File: src/core/scg_pkg.sv
// Constants and carrier types for the system clock gear and timing block
// Notes on behaviour
// Gear clock muxed from four fast clock divisions
// Gear taps come from three-stage prescaler
// Gear defaults to divide-by-eight after reset
// Two-stage prescaler feeds twenty-one stage divider
// Provides main clock, divider taps, warm-up clock
// Divider taps independent of gear setting
// Speed field bits 7:5 selects low-speed taps
// Tap availability follows speed code and gear
// Software sets speed field once, before use
// Prescaler and divider cleared on reset, stop
// Seventh stage input follows mode and select
// Never select low clock in single mode; the slow bit still selects it with dual bit clear
// Slow modes stop divider stages one to six
// Machine cycle is four main clock states
// Instructions last one to ten machine cycles
// Main clock from gear, or low clock slow
// Stages halve; gear switches with clocks low
// Speed field and gear reset to defaults
package scg_pkg;
    // Register byte offsets
    localparam logic [7:0] GEAR_CTRL_OFF = 8'h00;
    localparam logic [7:0] TBASE_CTRL_OFF = 8'h04;
    localparam logic [7:0] MODE_CTRL_OFF = 8'h08;
    localparam logic [7:0] STATUS_OFF = 8'h0c;
    // Field positions
    localparam int DVS_LSB = 5;
    localparam int GEAR_LSB = 0;
    localparam int SEVEN_BIT = 4;
    localparam int MODE_DUAL_BIT = 0;
    localparam int MODE_SLOW_BIT = 1;
    localparam int MODE_STOP_BIT = 2;
    localparam int ST_GEAR_LSB = 0;
    localparam int ST_STATE_LSB = 2;
    localparam int ST_INDEX_LSB = 4;
    localparam int ST_TAP_LSB = 8;
    // Reset values
    localparam logic [1:0] GEAR_RST = 2'h3;
    localparam logic [2:0] DVS_RST = 3'h0;
    // Structure sizes and counts
    localparam int DIV_STAGES = 21;
    localparam int LOW_STAGES = 6;
    localparam logic [2:0] GEAR_WRAP = 3'h7;
    localparam logic [1:0] PRE_WRAP = 2'h3;
    localparam logic [1:0] LAST_STATE = 2'h3;
    localparam logic [3:0] MAX_CYCLES = 4'ha;
    localparam logic [1:0] RESP_OKAY = 2'h0;
    localparam logic [1:0] RESP_SLVERR = 2'h2;
    // Bus request from master
    typedef struct packed {
        logic awvalid;
        logic [7:0] awaddr;
        logic wvalid;
        logic [31:0] wdata;
        logic [3:0] wstrb;
        logic bready;
        logic arvalid;
        logic [7:0] araddr;
        logic rready;
    } scg_axi_req_t;
    // Bus answer from slave
    typedef struct packed {
        logic awready;
        logic wready;
        logic bvalid;
        logic [1:0] bresp;
        logic arready;
        logic rvalid;
        logic [31:0] rdata;
        logic [1:0] rresp;
    } scg_axi_rsp_t;
endpackage

File: src/core/scg_gear.sv
// Clock gear: three-stage prescaler and glitch-free gear select
`timescale 1ns/1ps
module scg_gear import scg_pkg::*; (
    // Clock and reset
    input wire logic aclk,
    input wire logic aresetn,
    // Gear request and result
    input wire logic [1:0] gear_req,
    output logic gear_tick,
    output logic [1:0] gear_cur
);
    logic [2:0] presc_ff;
    logic [1:0] sel_ff;

    // Rising point of the selected gear clock
    function automatic logic gear_edge(input logic [1:0] sel, input logic [2:0] p);
        case (sel)
            2'h0: gear_edge = 1'b1;
            2'h1: gear_edge = p[0];
            2'h2: gear_edge = &p[1:0];
            default: gear_edge = &p;
        endcase
    endfunction

    // three cascaded halving stages
    always_ff @(posedge aclk) begin
        if (!aresetn) begin
            presc_ff <= 3'h0;
        end else begin
            presc_ff <= presc_ff + 3'h1;
        end
    end

    // reset to eighth; switch where taps low
    always_ff @(posedge aclk) begin
        if (!aresetn) begin
            sel_ff <= GEAR_RST;
        end else if (presc_ff == GEAR_WRAP) begin
            sel_ff <= gear_req;
        end
    end

    // multiplexer over four sources
    assign gear_tick = gear_edge(sel_ff, presc_ff);
    assign gear_cur = sel_ff;

    a_gear_switch: assert property (@(posedge aclk) disable iff (!aresetn)
        $changed(sel_ff) |-> $past(presc_ff) == GEAR_WRAP)
        else $error("gear changed outside wrap point");
    a_gear_default: assert property (@(posedge aclk)
        $rose(aresetn) |-> sel_ff == GEAR_RST)
        else $error("gear not eighth after reset");
endmodule

File: src/core/scg_mcycle.sv
// Machine cycle state and instruction cycle counters
`timescale 1ns/1ps
module scg_mcycle import scg_pkg::*; (
    // Clock and reset
    input wire logic aclk,
    input wire logic aresetn,
    // Main clock tick and instruction length
    input wire logic main_tick,
    input wire logic [3:0] instr_len,
    // Counters
    output logic [1:0] state_ff,
    output logic [3:0] index_ff,
    output logic instr_end_ff
);
    logic [3:0] len_eff;
    logic last;

    // Clamp length to one through ten cycles
    always_comb begin
        len_eff = instr_len;
        if (instr_len == 4'h0) begin
            len_eff = 4'h1;
        end else if (instr_len > MAX_CYCLES) begin
            len_eff = MAX_CYCLES;
        end
    end
    assign last = (index_ff + 4'h1) >= len_eff;

    // four states per machine cycle
    always_ff @(posedge aclk) begin
        if (!aresetn) begin
            state_ff <= 2'h0;
        end else if (main_tick) begin
            state_ff <= state_ff + 2'h1;
        end
    end

    // count machine cycles of an instruction
    always_ff @(posedge aclk) begin
        if (!aresetn) begin
            index_ff <= 4'h0;
            instr_end_ff <= 1'b0;
        end else begin
            instr_end_ff <= main_tick && state_ff == LAST_STATE && last;
            if (main_tick && state_ff == LAST_STATE) begin
                index_ff <= last ? 4'h0 : index_ff + 4'h1;
            end
        end
    end

    a_state_step: assert property (@(posedge aclk) disable iff (!aresetn)
        main_tick |=> state_ff == 2'($past(state_ff) + 2'h1))
        else $error("state did not advance on main clock");
    a_index_bound: assert property (@(posedge aclk) disable iff (!aresetn)
        index_ff < MAX_CYCLES)
        else $error("instruction ran past ten cycles");
endmodule

File: src/core/scg_system_clock_gear_timing.sv
// System clock gear and timing generator with its register slave
//
// Design decisions made here: the register offsets and the AXI4-Lite slave port.
`timescale 1ns/1ps
module scg_system_clock_gear_timing import scg_pkg::*; (
    // Clock and reset
    input wire logic aclk,
    input wire logic aresetn,
    // Register bus
    input scg_axi_req_t axi_req,
    output scg_axi_rsp_t axi_rsp,
    // Pins from outside
    input wire logic low_freq_clock,
    input wire logic stop_release,
    // Instruction length from the core
    input wire logic [3:0] instr_len,
    // Main clock and machine cycle
    output logic main_system_clock,
    output logic [1:0] mc_state,
    output logic [3:0] mc_index,
    output logic instr_end,
    // Divider outputs
    output logic [DIV_STAGES-1:0] div_stages,
    output logic [3:0] div_taps,
    output logic [3:0] tap_usable,
    output logic divider_pulse_output
);
    // Bus state
    scg_axi_rsp_t rsp_ff;
    logic aw_got_ff;
    logic w_got_ff;
    logic [7:0] aw_addr_ff;
    logic [31:0] w_data_ff;
    logic w_strb0_ff;
    // Software state
    logic [2:0] divider_speed_sel_ff;
    logic [1:0] gear_req_ff;
    logic seventh_stage_sel_ff;
    logic dual_ff;
    logic system_clock_source_sel_ff;
    logic stop_ff;
    logic stop_d_ff;
    // Pin synchronisers
    logic lf_s1_ff;
    logic lf_s2_ff;
    logic lf_s3_ff;
    logic rel_s1_ff;
    logic rel_s2_ff;
    // Timing chain
    logic [1:0] pre_ff;
    logic [DIV_STAGES-1:0] div_ff;
    logic [3:0] taps_ff;
    logic [3:0] tap_ok_ff;
    logic main_ff;
    logic pulse_ff;
    // Combinational
    logic gear_tick;
    logic [1:0] gear_cur;
    logic lf_edge;
    logic clr;
    logic use_fs;
    logic low_run;
    logic seven_in;
    logic main_tick;
    logic do_write;
    logic wr_hit;
    logic [31:0] rd_word;
    logic rd_hit;
    logic [3:0] nxt_taps;
    logic [1:0] shift;

    // Usable taps per speed code and gear
    function automatic logic [3:0] tap_avail(input logic [2:0] dvs, input logic [1:0] g);
        if (g == 2'h3) begin
            tap_avail = 4'h0;
        end else if (dvs == 3'h6) begin
            tap_avail = 4'hf;
        end else if (dvs == 3'h4) begin
            tap_avail = (g == 2'h2) ? 4'h8 : 4'hf;
        end else begin
            tap_avail = 4'he << g;
        end
    endfunction

    // Stage offset of the low-speed taps
    function automatic logic [1:0] tap_shift(input logic [2:0] dvs);
        case (dvs)
            3'h4: tap_shift = 2'h1;
            3'h6: tap_shift = 2'h2;
            default: tap_shift = 2'h0;
        endcase
    endfunction

    // Register map decode
    function automatic logic reg_hit(input logic [7:0] a);
        reg_hit = a == GEAR_CTRL_OFF || a == TBASE_CTRL_OFF
            || a == MODE_CTRL_OFF || a == STATUS_OFF;
    endfunction

    // Gear and machine cycle helpers
    scg_gear u_gear (
        .aclk(aclk),
        .aresetn(aresetn),
        .gear_req(gear_req_ff),
        .gear_tick(gear_tick),
        .gear_cur(gear_cur)
    );

    scg_mcycle u_mcycle (
        .aclk(aclk),
        .aresetn(aresetn),
        .main_tick(main_ff),
        .instr_len(instr_len),
        .state_ff(mc_state),
        .index_ff(mc_index),
        .instr_end_ff(instr_end)
    );

    // Two-stage synchronisers for the pins
    always_ff @(posedge aclk) begin
        if (!aresetn) begin
            lf_s1_ff <= 1'b0;
            lf_s2_ff <= 1'b0;
            lf_s3_ff <= 1'b0;
            rel_s1_ff <= 1'b0;
            rel_s2_ff <= 1'b0;
        end else begin
            lf_s1_ff <= low_freq_clock;
            lf_s2_ff <= lf_s1_ff;
            lf_s3_ff <= lf_s2_ff;
            rel_s1_ff <= stop_release;
            rel_s2_ff <= rel_s1_ff;
        end
    end
    assign lf_edge = lf_s2_ff && !lf_s3_ff;

    // Bus handshake
    assign do_write = aw_got_ff && w_got_ff && !rsp_ff.bvalid;
    assign wr_hit = reg_hit(aw_addr_ff) && aw_addr_ff != STATUS_OFF;
    assign rd_hit = reg_hit(axi_req.araddr);

    always_ff @(posedge aclk) begin
        if (!aresetn) begin
            rsp_ff <= '0;
            aw_got_ff <= 1'b0;
            w_got_ff <= 1'b0;
            aw_addr_ff <= 8'h00;
            w_data_ff <= 32'h00000000;
            w_strb0_ff <= 1'b0;
        end else begin
            rsp_ff.awready <= !aw_got_ff && !(axi_req.awvalid && rsp_ff.awready);
            rsp_ff.wready <= !w_got_ff && !(axi_req.wvalid && rsp_ff.wready);
            if (axi_req.awvalid && rsp_ff.awready) begin
                aw_got_ff <= 1'b1;
                aw_addr_ff <= axi_req.awaddr;
            end
            if (axi_req.wvalid && rsp_ff.wready) begin
                w_got_ff <= 1'b1;
                w_data_ff <= axi_req.wdata;
                w_strb0_ff <= axi_req.wstrb[0];
            end
            if (do_write) begin
                rsp_ff.bvalid <= 1'b1;
                rsp_ff.bresp <= wr_hit ? RESP_OKAY : RESP_SLVERR;
            end else if (rsp_ff.bvalid && axi_req.bready) begin
                rsp_ff.bvalid <= 1'b0;
                aw_got_ff <= 1'b0;
                w_got_ff <= 1'b0;
                rsp_ff.awready <= 1'b1;
                rsp_ff.wready <= 1'b1;
            end
            if (axi_req.arvalid && rsp_ff.arready) begin
                rsp_ff.arready <= 1'b0;
                rsp_ff.rvalid <= 1'b1;
                rsp_ff.rdata <= rd_hit ? rd_word : 32'h00000000;
                rsp_ff.rresp <= rd_hit ? RESP_OKAY : RESP_SLVERR;
            end else if (rsp_ff.rvalid && axi_req.rready) begin
                rsp_ff.rvalid <= 1'b0;
                rsp_ff.arready <= 1'b1;
            end else if (!rsp_ff.rvalid) begin
                rsp_ff.arready <= 1'b1;
            end
        end
    end

    // Read data mux
    always_comb begin
        rd_word = 32'h00000000;
        case (axi_req.araddr)
            GEAR_CTRL_OFF: begin
                rd_word[DVS_LSB +: 3] = divider_speed_sel_ff;
                rd_word[GEAR_LSB +: 2] = gear_req_ff;
            end
            TBASE_CTRL_OFF: rd_word[SEVEN_BIT] = seventh_stage_sel_ff;
            MODE_CTRL_OFF: begin
                rd_word[MODE_DUAL_BIT] = dual_ff;
                rd_word[MODE_SLOW_BIT] = system_clock_source_sel_ff;
                rd_word[MODE_STOP_BIT] = stop_ff;
            end
            STATUS_OFF: begin
                rd_word[ST_GEAR_LSB +: 2] = gear_cur;
                rd_word[ST_STATE_LSB +: 2] = mc_state;
                rd_word[ST_INDEX_LSB +: 4] = mc_index;
                rd_word[ST_TAP_LSB +: 4] = tap_ok_ff;
            end
            default: rd_word = 32'h00000000;
        endcase
    end

    // gear control register
    always_ff @(posedge aclk) begin
        if (!aresetn) begin
            divider_speed_sel_ff <= DVS_RST;
            gear_req_ff <= GEAR_RST;
        end else if (do_write && w_strb0_ff && aw_addr_ff == GEAR_CTRL_OFF) begin
            divider_speed_sel_ff <= w_data_ff[DVS_LSB +: 3];
            gear_req_ff <= w_data_ff[GEAR_LSB +: 2];
        end
    end

    // Time base and mode registers
    always_ff @(posedge aclk) begin
        if (!aresetn) begin
            seventh_stage_sel_ff <= 1'b0;
            dual_ff <= 1'b0;
            system_clock_source_sel_ff <= 1'b0;
        end else if (do_write && w_strb0_ff) begin
            if (aw_addr_ff == TBASE_CTRL_OFF) begin
                seventh_stage_sel_ff <= w_data_ff[SEVEN_BIT];
            end
            if (aw_addr_ff == MODE_CTRL_OFF) begin
                dual_ff <= w_data_ff[MODE_DUAL_BIT];
                system_clock_source_sel_ff <= w_data_ff[MODE_SLOW_BIT];
            end
        end
    end

    // Stop mode: software enters, release pin leaves
    always_ff @(posedge aclk) begin
        if (!aresetn) begin
            stop_ff <= 1'b0;
            stop_d_ff <= 1'b0;
        end else begin
            stop_d_ff <= stop_ff;
            if (do_write && w_strb0_ff && aw_addr_ff == MODE_CTRL_OFF
                && w_data_ff[MODE_STOP_BIT]) begin
                stop_ff <= 1'b1;
            end else if (rel_s2_ff) begin
                stop_ff <= 1'b0;
            end
        end
    end

    // clear on stop entry and exit
    assign clr = stop_ff != stop_d_ff;
    // low clock feeds stage seven when selected
    assign use_fs = system_clock_source_sel_ff || (dual_ff && seventh_stage_sel_ff);
    // stages one to six halt in slow modes
    assign low_run = pre_ff == PRE_WRAP && !system_clock_source_sel_ff && !stop_ff;
    assign seven_in = use_fs ? lf_edge && !stop_ff
        : low_run && &div_ff[LOW_STAGES-1:0];

    // timing prescaler runs on fast clock
    always_ff @(posedge aclk) begin
        if (!aresetn || clr) begin
            pre_ff <= 2'h0;
        end else begin
            pre_ff <= pre_ff + 2'h1;
        end
    end

    // each divider stage halves the last
    always_ff @(posedge aclk) begin
        if (!aresetn || clr) begin
            div_ff <= '0;
        end else begin
            if (low_run) begin
                div_ff[LOW_STAGES-1:0] <= div_ff[LOW_STAGES-1:0] + 6'h01;
            end
            if (seven_in) begin
                div_ff[DIV_STAGES-1:LOW_STAGES] <= div_ff[DIV_STAGES-1:LOW_STAGES] + 15'h0001;
            end
        end
    end

    // taps from high or low speed stages
    assign shift = tap_shift(divider_speed_sel_ff);
    generate
        for (genvar i = 0; i < 4; i++) begin : g_tap
            assign nxt_taps[i] = div_ff[i + 32'(shift)];
        end
    endgenerate

    // main clock from gear or low clock
    assign main_tick = stop_ff ? 1'b0 : system_clock_source_sel_ff ? lf_edge : gear_tick;

    // registered outputs
    always_ff @(posedge aclk) begin
        if (!aresetn) begin
            taps_ff <= 4'h0;
            tap_ok_ff <= 4'h0;
            main_ff <= 1'b0;
            pulse_ff <= 1'b0;
        end else begin
            taps_ff <= nxt_taps;
            tap_ok_ff <= tap_avail(divider_speed_sel_ff, gear_cur);
            main_ff <= main_tick;
            pulse_ff <= div_ff[DIV_STAGES-1];
        end
    end

    assign axi_rsp = rsp_ff;
    assign main_system_clock = main_ff;
    assign div_stages = div_ff;
    assign div_taps = taps_ff;
    assign tap_usable = tap_ok_ff;
    assign divider_pulse_output = pulse_ff;

    a_stop_clear: assert property (@(posedge aclk) disable iff (!aresetn)
        clr |=> div_ff == '0 && pre_ff == 2'h0)
        else $error("chain not cleared at stop edge");
    a_low_frozen: assert property (@(posedge aclk) disable iff (!aresetn)
        system_clock_source_sel_ff && !clr |=> $stable(div_ff[LOW_STAGES-1:0]))
        else $error("low stages ran in slow mode");
    a_seven_low: assert property (@(posedge aclk) disable iff (!aresetn)
        use_fs && lf_edge && !stop_ff && !clr |=> div_ff[DIV_STAGES-1:LOW_STAGES]
        == 15'($past(div_ff[DIV_STAGES-1:LOW_STAGES]) + 15'h0001))
        else $error("stage seven missed low clock edge");
    a_pre_free: assert property (@(posedge aclk) disable iff (!aresetn)
        aresetn && !clr |=> pre_ff == 2'($past(pre_ff) + 2'h1))
        else $error("prescaler depends on gear");
    a_main_slow: assert property (@(posedge aclk) disable iff (!aresetn)
        system_clock_source_sel_ff && !stop_ff && lf_edge |=> main_system_clock)
        else $error("main clock missed low clock in slow mode");
    a_tap_eighth: assert property (@(posedge aclk) disable iff (!aresetn)
        gear_cur == 2'h3 |=> tap_usable == 4'h0)
        else $error("tap usable at eighth gear");
    a_speed_reset: assert property (@(posedge aclk)
        $rose(aresetn) |-> divider_speed_sel_ff == DVS_RST)
        else $error("speed field not reset");
    a_stop_halt: assert property (@(posedge aclk) disable iff (!aresetn)
        stop_ff |=> !main_system_clock)
        else $error("main clock ran during stop");
endmodule

File: config.mk
export PLATFORM = sky130hd
export DESIGN_NAME = scg_system_clock_gear_timing
export DESIGN_NICKNAME = d
export VERILOG_FILES = /design/src/core/scg_pkg.sv /design/src/core/scg_gear.sv /design/src/core/scg_mcycle.sv /design/src/core/scg_system_clock_gear_timing.sv
export SDC_FILE = /design/constraint.sdc
export NUM_CORES = 1
export LEC_CHECK = 0
export ABC_AREA = 1
export BUFFER_PORTS_ARGS = -buffer_cell sky130_fd_sc_hd__buf_2
export CELL_PAD_IN_SITES_DETAIL_PLACEMENT = 0
export CELL_PAD_IN_SITES_GLOBAL_PLACEMENT = 2
export CORE_MARGIN = 1.5
export CORE_UTILIZATION = 30
export DETAILED_ROUTE_END_ITERATION = 6
export HOLD_SLACK_MARGIN = 0.12
export PLACE_DENSITY = 0.83
export SYNTH_ARGS = -nofsm -noshare
export SYNTH_HDL_FRONTEND = slang
export SYNTH_SLANG_ARGS = --single-unit
File: constraint.sdc
create_clock -name aclk -period 2.2 [get_ports aclk]
set_input_delay 0.11 -clock aclk [delete_from_list [all_inputs] [get_ports aclk]]
set_output_delay 0.11 -clock aclk [all_outputs]
set_load 0.05 [all_outputs]
# [Yosys cells after proc, flatten, opt, wreduce, memory -nomap -nowiden]
# Cells that the tools add are included.
[word_totals] inputBits=65 output_inout_bits=79 elab_cells=167 reg_bits=120
[op_classes] n_reduce_logical=54 n_lt_le_gt_ge=6 shift=1 mux=42 n_eq_ne=17 addsub=9 n_bitwise=1
[ops] operator="8-bit by 4-bit equality test with 1-bit output, second input constant" count=4
[ops] operator="4-bit 2-to-1 mux" count=6
[ops] operator="1-bit logical AND" count=22
[ops] operator="1-bit 2-to-1 mux" count=20
[ops] operator="3-bit by 6-bit < comparator with 1-bit output, second input constant" count=3
[ops] operator="8-bit by 3-bit equality test with 1-bit output, second input constant" count=2
[ops] operator="8-bit logical NOT" count=2
[ops] operator="15-bit by 1-bit adder with 15-bit output, second input constant" count=1
[ops] operator="1-bit binary-select mux with 5-bit select" count=3
[ops] operator="12-bit 2-to-1 mux" count=1
[ops] operator="3-bit equality test, second input constant" count=3
[ops] operator="1-bit logical NOT" count=9
[ops] operator="2-bit equality test, second input constant" count=4
[ops] operator="1-bit logical OR" count=8
[ops] operator="8-bit by 4-bit != test with 1-bit output, second input constant" count=1
[ops] operator="2-bit by 2-bit adder with 3-bit output, first input constant" count=2
[ops] operator="6-bit by 1-bit adder with 6-bit output, second input constant" count=1
[ops] operator="2-bit by 6-bit < comparator with 1-bit output, second input constant" count=1
[ops] operator="2-bit 2-to-1 mux" count=3
[ops] operator="3-bit 2-to-1 mux" count=2
[ops] operator="2-bit one-hot mux with 3 select lines" count=1
[ops] operator="3-bit one-hot mux with 2 select lines" count=1
[ops] operator="2-bit AND reduction" count=3
[ops] operator="6-bit AND reduction" count=1
[ops] operator="20 further kinds" count=26

# [Depth between registers and ports, before layout]
# Gate-level depths: netlist (run 1).
[depth] ltp_word=6 ltp_mapped=11 ltp_nobuf=11

# [By module]
# Synthesis (run 1) repeated with hierarchy kept, for this count alone.
[unflattened] hier_cells=593 hier_area_um2=4362.9
[modules_own_cells] module="scg_system_clock_gear_timing" area_per_inst_um2=3732.3 n_inst=1 seq_area_each_um2=1701.6 cells_per_inst=510
[modules_own_cells] module="scg_mcycle" area_per_inst_um2=424.2 n_inst=1 seq_area_each_um2=140.1 cells_per_inst=57
[modules_own_cells] module="scg_gear" area_per_inst_um2=206.4 n_inst=1 seq_area_each_um2=100.1 cells_per_inst=26

# [Worst setup path after synthesis (run 1)]
# No wires, ideal clock.
[synth_path] path_kind="reg2reg" startpoint="register u_mcycle.index_ff[2]" endpoint="register u_mcycle.index_ff[3]" period_less_slack_ns=1.887 arrival_ns=1.822 setup_ns=0.065 required_ns=2.135 path_stages_with_launch=9 path_slack_ns=0.313 n_path_buf=0 cell_sequence="dfxtp_1 nand3_1 xor2_1 ha_1 a21oi_1 nand2_1 nor2_1 nor2_1 nor2_1"
[synth_between] elab_chain_cells=3
[synth_lines] item="start, declared" line_no="scg_mcycle.sv:12" source="output logic [3:0] index_ff,"
[synth_lines] item="start signal, assigned" line_no="scg_mcycle.sv:46" source="index_ff <= last ? 4'h0 : index_ff + 4'h1;"
[synth_lines] item="4-bit by 1-bit adder with 4-bit output *" line_no="scg_mcycle.sv:27, scg_mcycle.sv:46"
[synth_lines] item="4-bit greater-or-equal comparator" line_no="scg_mcycle.sv:27" source="assign last = (index_ff + 4'h1) >= len_eff;"
[synth_lines] item="4-bit 2-to-1 mux *" line_no="scg_mcycle.sv:46"
# Mark *: on every way between the ends. The rest lies on a longest branch, timed or not.
# A chain may end at the register's enable or synchronous reset.

# [Worst setup path after layout (run 1)]
[layout_path] startpoint="register u_mcycle.index_ff[0]" endpoint="register u_mcycle.index_ff[3]"
# Same word-level chain as after synthesis.

==> flow_metrics.py, run 1 <==
metrics = {
    "die": {
        "start_util_pct": 30.7,
        "die_area_um2": 15500,
        "num_io_pins": 144,
        "die_y_um": 125,
        "rows": 44,
        "die_w_um": 125,
        "coreArea_um2": 14500,
    },
    "detailed_routing": {
        "wl_met1_um": 4990,
        "drt_first_pass_iters": 4,
        "met2_length_um": 4620,
        "vias_per_cell": 4.42,
        "drc_errors": 0,
        "routed.top_layer": "met4",
        "avgRoutedWirePerCell_um": 11.5,
        "ant_nets": 0,
        "first_iter_violations": 192,
        "wl_um": 10200,
        "dr_wl_met3_um": 439,
        "num_vias": 3919,
    },
    "layout": {
        "antenna_cells": 0,
        "drive_above_1_share_pct": 19.9,
        "final_area_um2": 5460,
        "final_common_cell": "nand2_1",
        "layout_common_cells": "nand2_1 (110), dfxtp_1 (97), buf_2 (93), inv_1 (74), nor2_1 (67)",
        "area_growth_pct": 23.0,
        "fin_nets": 774,
        "final.fill_count": 1575,
    },
    "setup_path": {
        "timing.rr.start": "u_mcycle.index_ff[0]",
        "crit_chain": "nand3_1 -> xor2_1 -> ha_1 -> a21oi_1 -> nand2_1 -> nor2_1 -> nor2_1 -> nor2_1",
        "cp.required_ps": 2490,
        "cp_slowest_stage_delay_ps": 420,
        "cp-start-kind": "register",
        "worst-r2r-cell-count": 8,
        "crit_buf_inv": 0,
        "critPathLaunch": "u_mcycle.index_ff[0]",
        "crit_top_cell": "nor2_1",
        "worstPathArrival_ps": 1970,
        "crit_family": "simple AND/OR/NAND/NOR gates",
        "cp_max_fo": 5,
        "end_kind": "register",
        "crit_cells": 8,
        "slowest_stage": "dfxtp_1",
        "worst-setup-path-type": "register to register",
    },
    "hold_path": {
        "whs_path_depth": 3,
        "min_from": "aresetn",
        "hold_path_class": "input pin to register",
    },
    "job": {
        "maxCapViolCount": 0,
    },
    "synth": {
        "syn-cell-area_um2": 4440,
        "ys_types": 40,
        "synth_seq_area_share_pct": 43.7,
        "synth-compound-area-share_pct": 13.3,
        "yosys_warnings": 0,
        "synth_fa_ha_area_share_pct": 3.32,
        "synthCells": 585,
        "synth_edf_count": 0,
        "synth_area_per_cell_um2": 7.59,
        "synth-xor-area-share_pct": 1.18,
        "synth_mux_area_share_pct": 0,
        "ys_seq_elements": 97,
        "yosys.area_share.simple_pct": 26.0,
        "ys.flop_type": "dfxtp_1",
        "synth-async-reset-ratio_pct": 0,
        "synth_top_family_by_area": "simple AND/OR/NAND/NOR gates",
    },
    "clock_network": {
        "cts-resized-gates": 0,
        "cts_buffers": 9,
        "cts_tree": "yes",
        "numClockSinks": 97,
        "clock_latency_ps": 340,
        "cts_buffer_depth": 2,
        "h-tree-depth": 3,
        "cts_root_buf": "clkbuf_16",
        "clk_pin_slew_worst_paths_ps": 70,
    },
    "sta": {
        "finalSetupViolations": 0,
        "clock_skew_ps": 7.08,
        "fin_crit_ps": 1690,
        "timing_hold_violations_final": 0,
        "worst_pin_slew_ps": 575,
        "max_freq_mhz": 593,
        "rsz0062_at_grt": "no",
        "drv_slew": 0,
        "fin_setup_tns_ps": 0,
        "maxSlewHeadroom_pct": 61.5,
        "period_share_pct": 76.6,
    },
    "grt": {
        "antenna_found_initial": 0,
        "grt_pass1_wl_um": 17300,
        "globalRouteOverflowTotal": 0,
        "grt_start_max_net_pins": 52,
        "grt_util_all_layers_pct": 13.4,
        "grt_pass1_vias": 3686,
    },
    "outcome": {
        "outcome": "complete, no violations",
    },
    "place": {
        "post_dp_cell_area_um2": 4960,
        "dp_hpwl_um": 7570,
        "gp_congestion": 0.734,
        "io_buffer_count": 93,
    },
    "power": {
        "power.density_nw_per_um2": 678,
        "peakVddDrop_mv": 0.368,
        "cellLeakagePower_nw": 2.53,
    },
}
## metal layers
layer / vias to the layer above / GRT usage (%)
li1: 2064 / -
met1: 1753 / 17.7
met2: 91 / 21.8
met3: 11 / 2.58
met4: 0 / 4.87
met5: - / 0
## metrics by stage
stage	cells	hold slack [ps]	setup WS, ps	total power, W	utilization [%]
finish	886	179	514	0.00370	37.7
floorplan	606	208	313	0.00219	-
CTS	886	180	539	0.00375	37.7
global placement	848	304	582	0.00224	34.3
detailed placement	848	300	562	0.00225	34.3
global route	886	196	385	0.00386	37.7
## cell families after synthesis
group           after synthesis
xor+xnor                      6
simple gates                250
buf+inv                     113
compound gates              106
other cells                   1
fa+ha+maj                    12
flops                        97
## layout make-up
| cell class | count | area (um2) | share of cell area [%] |
|---|---|---|---|
| Multi-Input combinational cell | 396 | 2030 | 37.1 |
| Sequential cell | 97 | 1940 | 35.5 |
| Timing Repair Buffer | 117 | 703 | 12.9 |
| Inverter | 77 | 289 | 5.29 |
| Clock buffer | 11 | 243 | 4.44 |
| Tap cell | 184 | 230 | 4.21 |
| Clock inverter | 4 | 27.5 | 0.504 |
## cells in the mapped netlist, types with 2 or more instances
library cell | number | share of area (%)
a21oi_1 | 38 | 4.3
a21oi_2 | 8 | 1.6
a31oi_1 | 3 | 0.42
buf_12 | 2 | 0.90
buf_2 | 2 | 0.23
buf_4 | 22 | 3.7
clkbuf_1 | 8 | 0.68
dfxtp_1 | 97 | 44
ha_1 | 11 | 3.1
inv_1 | 74 | 6.3
inv_2 | 3 | 0.25
nand2_1 | 110 | 9.3
nand2_2 | 2 | 0.28
nand3_1 | 41 | 4.6
nand3_2 | 7 | 1.6
nand4_1 | 3 | 0.42
nor2_1 | 67 | 5.7
nor2_2 | 3 | 0.42
nor2_4 | 3 | 0.76
nor3_1 | 7 | 0.79
nor3_4 | 2 | 0.73
o21ai_0 | 46 | 5.2
o22ai_1 | 5 | 0.70
xnor2_1 | 2 | 0.39
xor2_1 | 4 | 0.79
## where the power goes
| part | switching [W] | total (W) | internal [W] | leakage, nW |
|---|---|---|---|---|
| sequential | 0.0000277 | 0.00184 | 0.00181 | 0.789 |
| clock | 0.000670 | 0.00147 | 0.000796 | 0.136 |
| combinational | 0.000285 | 0.000400 | 0.000116 | 1.61 |
| total | 0.000982 | 0.00370 | 0.00272 | 2.53 |
## worst register-to-register path, stage by stage (launching register included)
cell     delay [ps]
dfxtp_1         420
nand3_1         120
xor2_1          170
ha_1            320
a21oi_1         260
nand2_1         120
nor2_1          110
nor2_1           50
nor2_1           70
## worst paths after layout
kind / endpoint / slack, ps
worst min register to register: rel_s2_ff / 420
worst max-delay path: u_mcycle.index_ff[3] / 510
worst min-delay path: u_mcycle.index_ff[3] / 180
worst max register to register: u_mcycle.index_ff[3] / 510
## state kept, by name, indices dropped and copies added (netlist names), 2 cells and up
signal	flops
div_stages	21
w_data_ff	7
u_mcycle.state_ff	2
tap_usable	4
pre_ff	2
u_mcycle.index_ff	4
div_taps	4
axi_rsp	19
aw_addr_ff	8
u_gear.presc_ff	3
gear_req_ff	2
divider_speed_sel_ff	3
u_gear.gear_cur	2
## what timing repair did
item / in CTS / in global routing
setup buffers: 0 / 0
hold buffers: 23 / 0
endpoints found under the hold margin: 26 / 0
Power figures use the tool's default switching activity.
==> run 2, diff against run 1 <==
Settings changed: CORE_UTILIZATION 30 to 25, PLACE_DENSITY 0.83 to 0.74.
Clock period 2.2 ns to 1.45 ns, I/O delays scaled along.
==> flow_metrics.py, run 2 (synthesized netlist as in run 1, its figures left out) <==
metrics = {
    "grt": {
        "grt_start_max_net_pins": 31,
        "grt_util_all_layers_pct": 12.5,
        "antenna_found_initial": 0,
        "grt_pass1_vias": 3767,
        "globalRouteOverflowTotal": 0,
        "grt_pass1_wl_um": 18200,
    },
    "place": {
        "post_dp_cell_area_um2": 5250,
        "gp_congestion": 0.755,
        "io_buffer_count": 93,
        "dp_hpwl_um": 8400,
        "placedCellCount": 910,
        "place_ws_ps": -85.1,
    },
    "setup_path": {
        "cp_max_fo": 4,
        "timing.rr.start": "u_mcycle.index_ff[0]",
        "worst-r2r-cell-count": 9,
        "end_kind": "register",
        "cp.required_ps": 1730,
        "worstPathArrival_ps": 1760,
        "r2r-end": "u_mcycle.index_ff[2]",
        "worst-setup-path-type": "register to register",
        "cp-start-kind": "register",
        "r2r_slack_ps": -30,
    },
    "layout": {
        "final.fill_count": 1857,
        "fin_nets": 806,
        "final_area_um2": 5980,
        "layout_common_cells": "nand2_1 (106), buf_2 (93), dfxtp_1 (78), inv_1 (74), nor2_1 (62)",
        "area_growth_pct": 34.6,
        "largest_reg_flops": 21,
        "fin_cells": 960,
        "drive_above_1_share_pct": 29.0,
        "antenna_cells": 0,
        "final_common_cell": "nand2_1",
    },
    "clock_network": {
        "clock_latency_ps": 350,
        "h-tree-depth": 3,
        "cts_buffer_depth": 2,
        "clk_pin_slew_worst_paths_ps": 80,
        "numClockSinks": 97,
        "cts_buffers": 9,
        "cts_root_buf": "clkbuf_16",
        "cts_tree": "yes",
    },
    "detailed_routing": {
        "ant_nets": 0,
        "wl_um": 11300,
        "vias_per_cell": 4.24,
        "avgRoutedWirePerCell_um": 11.8,
        "drt_first_pass_iters": 6,
        "drc_errors": 0,
        "first_iter_violations": 172,
        "num_vias": 4067,
    },
    "sta": {
        "period_share_pct": 102,
        "timing_hold_violations_final": 0,
        "clock_skew_ps": 8.37,
        "max_freq_mhz": 676,
        "fin_crit_ps": 1480,
        "finalSetupViolations": 3,
        "fin_ws_ps": -28.2,
        "drv_slew": 0,
        "rsz0062_at_grt": "yes",
    },
    "hold_path": {
        "min_from": "axi_req[9]",
        "whs_path_depth": 5,
        "whs_endpoint": "axi_rsp[6]",
        "hold_path_class": "input pin to register",
    },
    "die": {
        "start_util_pct": 25.6,
        "die_w_um": 136,
        "num_io_pins": 144,
        "die_y_um": 136,
        "die_area_um2": 18600,
        "coreArea_um2": 17400,
        "rows": 48,
    },
    "power": {
        "power.density_nw_per_um2": 991,
        "peakVddDrop_mv": 0.544,
        "cellLeakagePower_nw": 2.71,
    },
    "outcome": {
        "violations": "negative setup slack",
        "outcome": "finished with violations",
    },
    "job": {
        "maxCapViolCount": 0,
    },
}
## run 2: cell count changes in the layout (fill, tap and decap cells not counted), moves of 4 or more
cell and delta:
buf_4 +29, dfxtp_1 -19, dfxtp_2 +11, dfxtp_4 +8
nor2_1 -5, nand2_1 -4, nand2_2 +4
## run 2: layer usage
metal	global-route usage (%)	wire length, um	vias up
met2	19.8	5230	79
met4	5.50	206	0
li1	-	-	2135
met1	16.3	5480	1841
met3	2.57	397	12
met5	0	0	-
## run 2: report_power, final
| group | switching [W] | total [W] | internal, W |
|---|---|---|---|
| Combinational | 0.000446 | 0.000640 | 0.000194 |
| Sequential | 0.0000439 | 0.00277 | 0.00273 |
| Clock | 0.00114 | 0.00251 | 0.00137 |
| Total | 0.00163 | 0.00593 | 0.00430 |
## run 2: how the worst max path moves through the flow
stage	startpoint	to	slack, ps	depth (start not counted)
4_1_cts	u_mcycle.index_ff[1]	u_mcycle.index_ff[3]	-40	11
3_3_place_gp	u_mcycle.index_ff[0]	u_mcycle.index_ff[3]	-40	11
2_1_floorplan	u_mcycle.index_ff[1]	u_mcycle.index_ff[3]	-70	11
5_1_grt	u_mcycle.index_ff[0]	u_mcycle.index_ff[1]	-130	9
3_5_place_dp	instr_len[3]	u_mcycle.index_ff[3]	-90	11
6_report	u_mcycle.index_ff[0]	u_mcycle.index_ff[2]	-30	9
## run 2: cell type report
cell class / instances / area [um2] / area share (%)
sequential: 97 / 1990 / 33.2
timing repair buffer: 147 / 931 / 15.6
inverter: 77 / 292 / 4.87
clock inverter: 7 / 82.6 / 1.38
clock buffer: 9 / 225 / 3.77
multi-input combinational: 398 / 2180 / 36.5
tap: 225 / 282 / 4.71
## run 2: critical path, stage by stage (launching register included)
cell and delay, ps:
dfxtp_4 370, ha_4 160, xnor2_2 110, inv_1 70, ha_1 270, nand2_1 60
inv_1 40, nand2_2 80, nand4_1 110, a21oi_1 130
## run 2: per-stage QoR
step	utilization, %	setup TNS, ps	hold slack, ps	power (W)
after global placement	30.3	-53.6	284	0.00341
after CTS	33.6	-108	134	0.00602
after detailed placement	30.3	-223	282	0.00343
after floorplan	-	-154	170	0.00331
final	34.5	-75.6	147	0.00593
after global routing	34.5	-525	196	0.00622
## run 2: repair_timing
action / in CTS / in global routing
setup buffers: 0 / 8
hold buffers: 24 / 0
hold endpoints to repair: 27 / 0
resized for setup: 4 / 19
endpoints found under the setup margin: 5 / 35
pin swaps: 5 / 7
cloned: 0 / 2
==> run 3, diff against run 2 <==
Settings changed: CORE_MARGIN 1.5 to 3.
Clock period 1.45 ns to 1.34 ns, I/O delays scaled along.
==> flow_metrics.py, run 3 (synthesized netlist as in run 1, its figures left out) <==
metrics = {
    "outcome": {
        "outcome": "finished with violations",
        "violations": "negative setup slack",
    },
    "clock_network": {
        "numClockSinks": 97,
        "clock_latency_ps": 340,
        "cts_root_buf": "clkbuf_16",
        "cts_tree": "yes",
        "clk_pin_slew_worst_paths_ps": 70,
        "cts_buffers": 9,
        "cts_buffer_depth": 2,
        "h-tree-depth": 3,
    },
    "setup_path": {
        "critPathLaunch": "u_mcycle.index_ff[1]",
        "cp_max_fo": 4,
        "cp-start-kind": "register",
        "cp.required_ps": 1580,
        "end_kind": "register",
        "timing.rr.start": "u_mcycle.index_ff[1]",
        "worst-setup-path-type": "register to register",
        "worstPathArrival_ps": 1830,
    },
    "power": {
        "power.density_nw_per_um2": 1010,
        "peakVddDrop_mv": 0.575,
        "cellLeakagePower_nw": 2.89,
    },
    "grt": {
        "met3_usage_pct": 2.51,
        "top_usage_layer": "met2",
        "grt_use_met1_pct": 15.4,
        "grtUsageMet2_pct": 20.1,
        "globalRouteOverflowTotal": 0,
        "grt_pass1_wl_um": 19100,
        "grt_start_max_net_pins": 36,
        "antenna_found_initial": 0,
        "grt_pass1_vias": 3874,
        "grt_util_all_layers_pct": 12.0,
    },
    "detailed_routing": {
        "wl_um": 12200,
        "vias_per_cell": 4.30,
        "drt_first_pass_iters": 4,
        "num_vias": 4206,
        "ant_nets": 0,
        "avgRoutedWirePerCell_um": 12.4,
        "drc_errors": 0,
        "first_iter_violations": 200,
    },
    "job": {
        "maxCapViolCount": 0,
    },
    "sta": {
        "finalSetupViolations": 6,
        "worst_pin_slew_ps": 601,
        "period_share_pct": 119,
        "fin_crit_ps": 1590,
        "fin_ws_ps": -252,
        "max_freq_mhz": 628,
        "maxSlewHeadroom_pct": 59.8,
        "timing_hold_violations_final": 0,
        "fin_setup_tns_ps": -961,
        "clock_skew_ps": 7.52,
        "drv_slew": 0,
        "rsz0062_at_grt": "yes",
    },
    "hold_path": {
        "hold_path_class": "input pin to register",
        "min_from": "axi_req[9]",
    },
    "place": {
        "gp_congestion": 0.764,
        "dp_hpwl_um": 8870,
        "io_buffer_count": 93,
        "place_ws_ps": -233,
        "placedCellCount": 925,
    },
    "layout": {
        "antenna_cells": 0,
        "regArea_um2": 2000,
        "drive_above_1_share_pct": 36.7,
        "fin_util_pct": 36.8,
        "final_common_cell": "buf_2",
        "largest_reg_flops": 21,
        "final.fill_count": 1765,
        "area_growth_pct": 43.7,
        "multi_input_area_um2": 2410,
        "fin_nets": 824,
        "layout_common_cells": "buf_2 (93), nand2_1 (85), inv_1 (71), dfxtp_1 (71), nor2_1 (61)",
        "fin_cells": 978,
    },
    "die": {
        "coreArea_um2": 17400,
        "start_util_pct": 25.6,
        "die_y_um": 139,
        "die_area_um2": 19400,
        "die_w_um": 139,
        "num_io_pins": 144,
        "rows": 48,
    },
}
## run 3: final timing paths
path | to | slack, ps | cells past startpoint
max | u_mcycle.index_ff[3] | -250 | 11
min | axi_rsp[9] | 140 | 5
max reg2reg | u_mcycle.index_ff[3] | -250 | 11
min reg2reg | pre_ff[0] | 400 | 1
## run 3: layout make-up
type | instances | share of cell area, %
tap | 225 | 4.41
timing repair buffer | 164 | 16.9
multi-input combinational | 399 | 37.8
sequential | 97 | 31.4
clock inverter | 3 | 0.706
clock buffer | 13 | 4.25
inverter | 77 | 4.57
## run 3: repair_timing
| action | in CTS | in global routing |
|---|---|---|
| pin swaps | 4 | 37 |
| gates resized for setup | 5 | 71 |
| endpoints found under the hold margin | 27 | 0 |
| gates cloned | 1 | 2 |
| buffers inserted | 4 | 6 |
| setup endpoints to repair | 9 | 43 |
| hold buffers | 24 | 0 |
## run 3: critical path, stage by stage (launching register included)
cell and delay (ps):
dfxtp_4 370, ha_4 180, xnor2_4 180, inv_2 80
ha_4 260, nand2_2 50, inv_2 60, nand2_4 60
nand2_2 60, nor2_1 50, nor2_1 90, nor2_1 50
## run 3: per-layer routing
metal | share of wire (%) | routed length (um)
met2 | 48 | 5790
met5 | 0 | 0
met3 | 4.5 | 543
met1 | 46 | 5610
met4 | 1.9 | 230
## run 3: where the power goes
part	total (W)	switching (W)	internal, W
sequential	0.00300	0.0000485	0.00295
clock	0.00273	0.00111	0.00162
combinational	0.000737	0.000500	0.000237
## run 3: per-stage QoR
stage | total power [W] | hold WS (ps) | instance area [um2]
global route | 0.00675 | 177 | 6380
floorplan | 0.00358 | 165 | 4660
CTS | 0.00655 | 123 | 6040
global placement | 0.00371 | 271 | 5420
finish | 0.00646 | 138 | 6380
detailed placement | 0.00373 | 269 | 5420
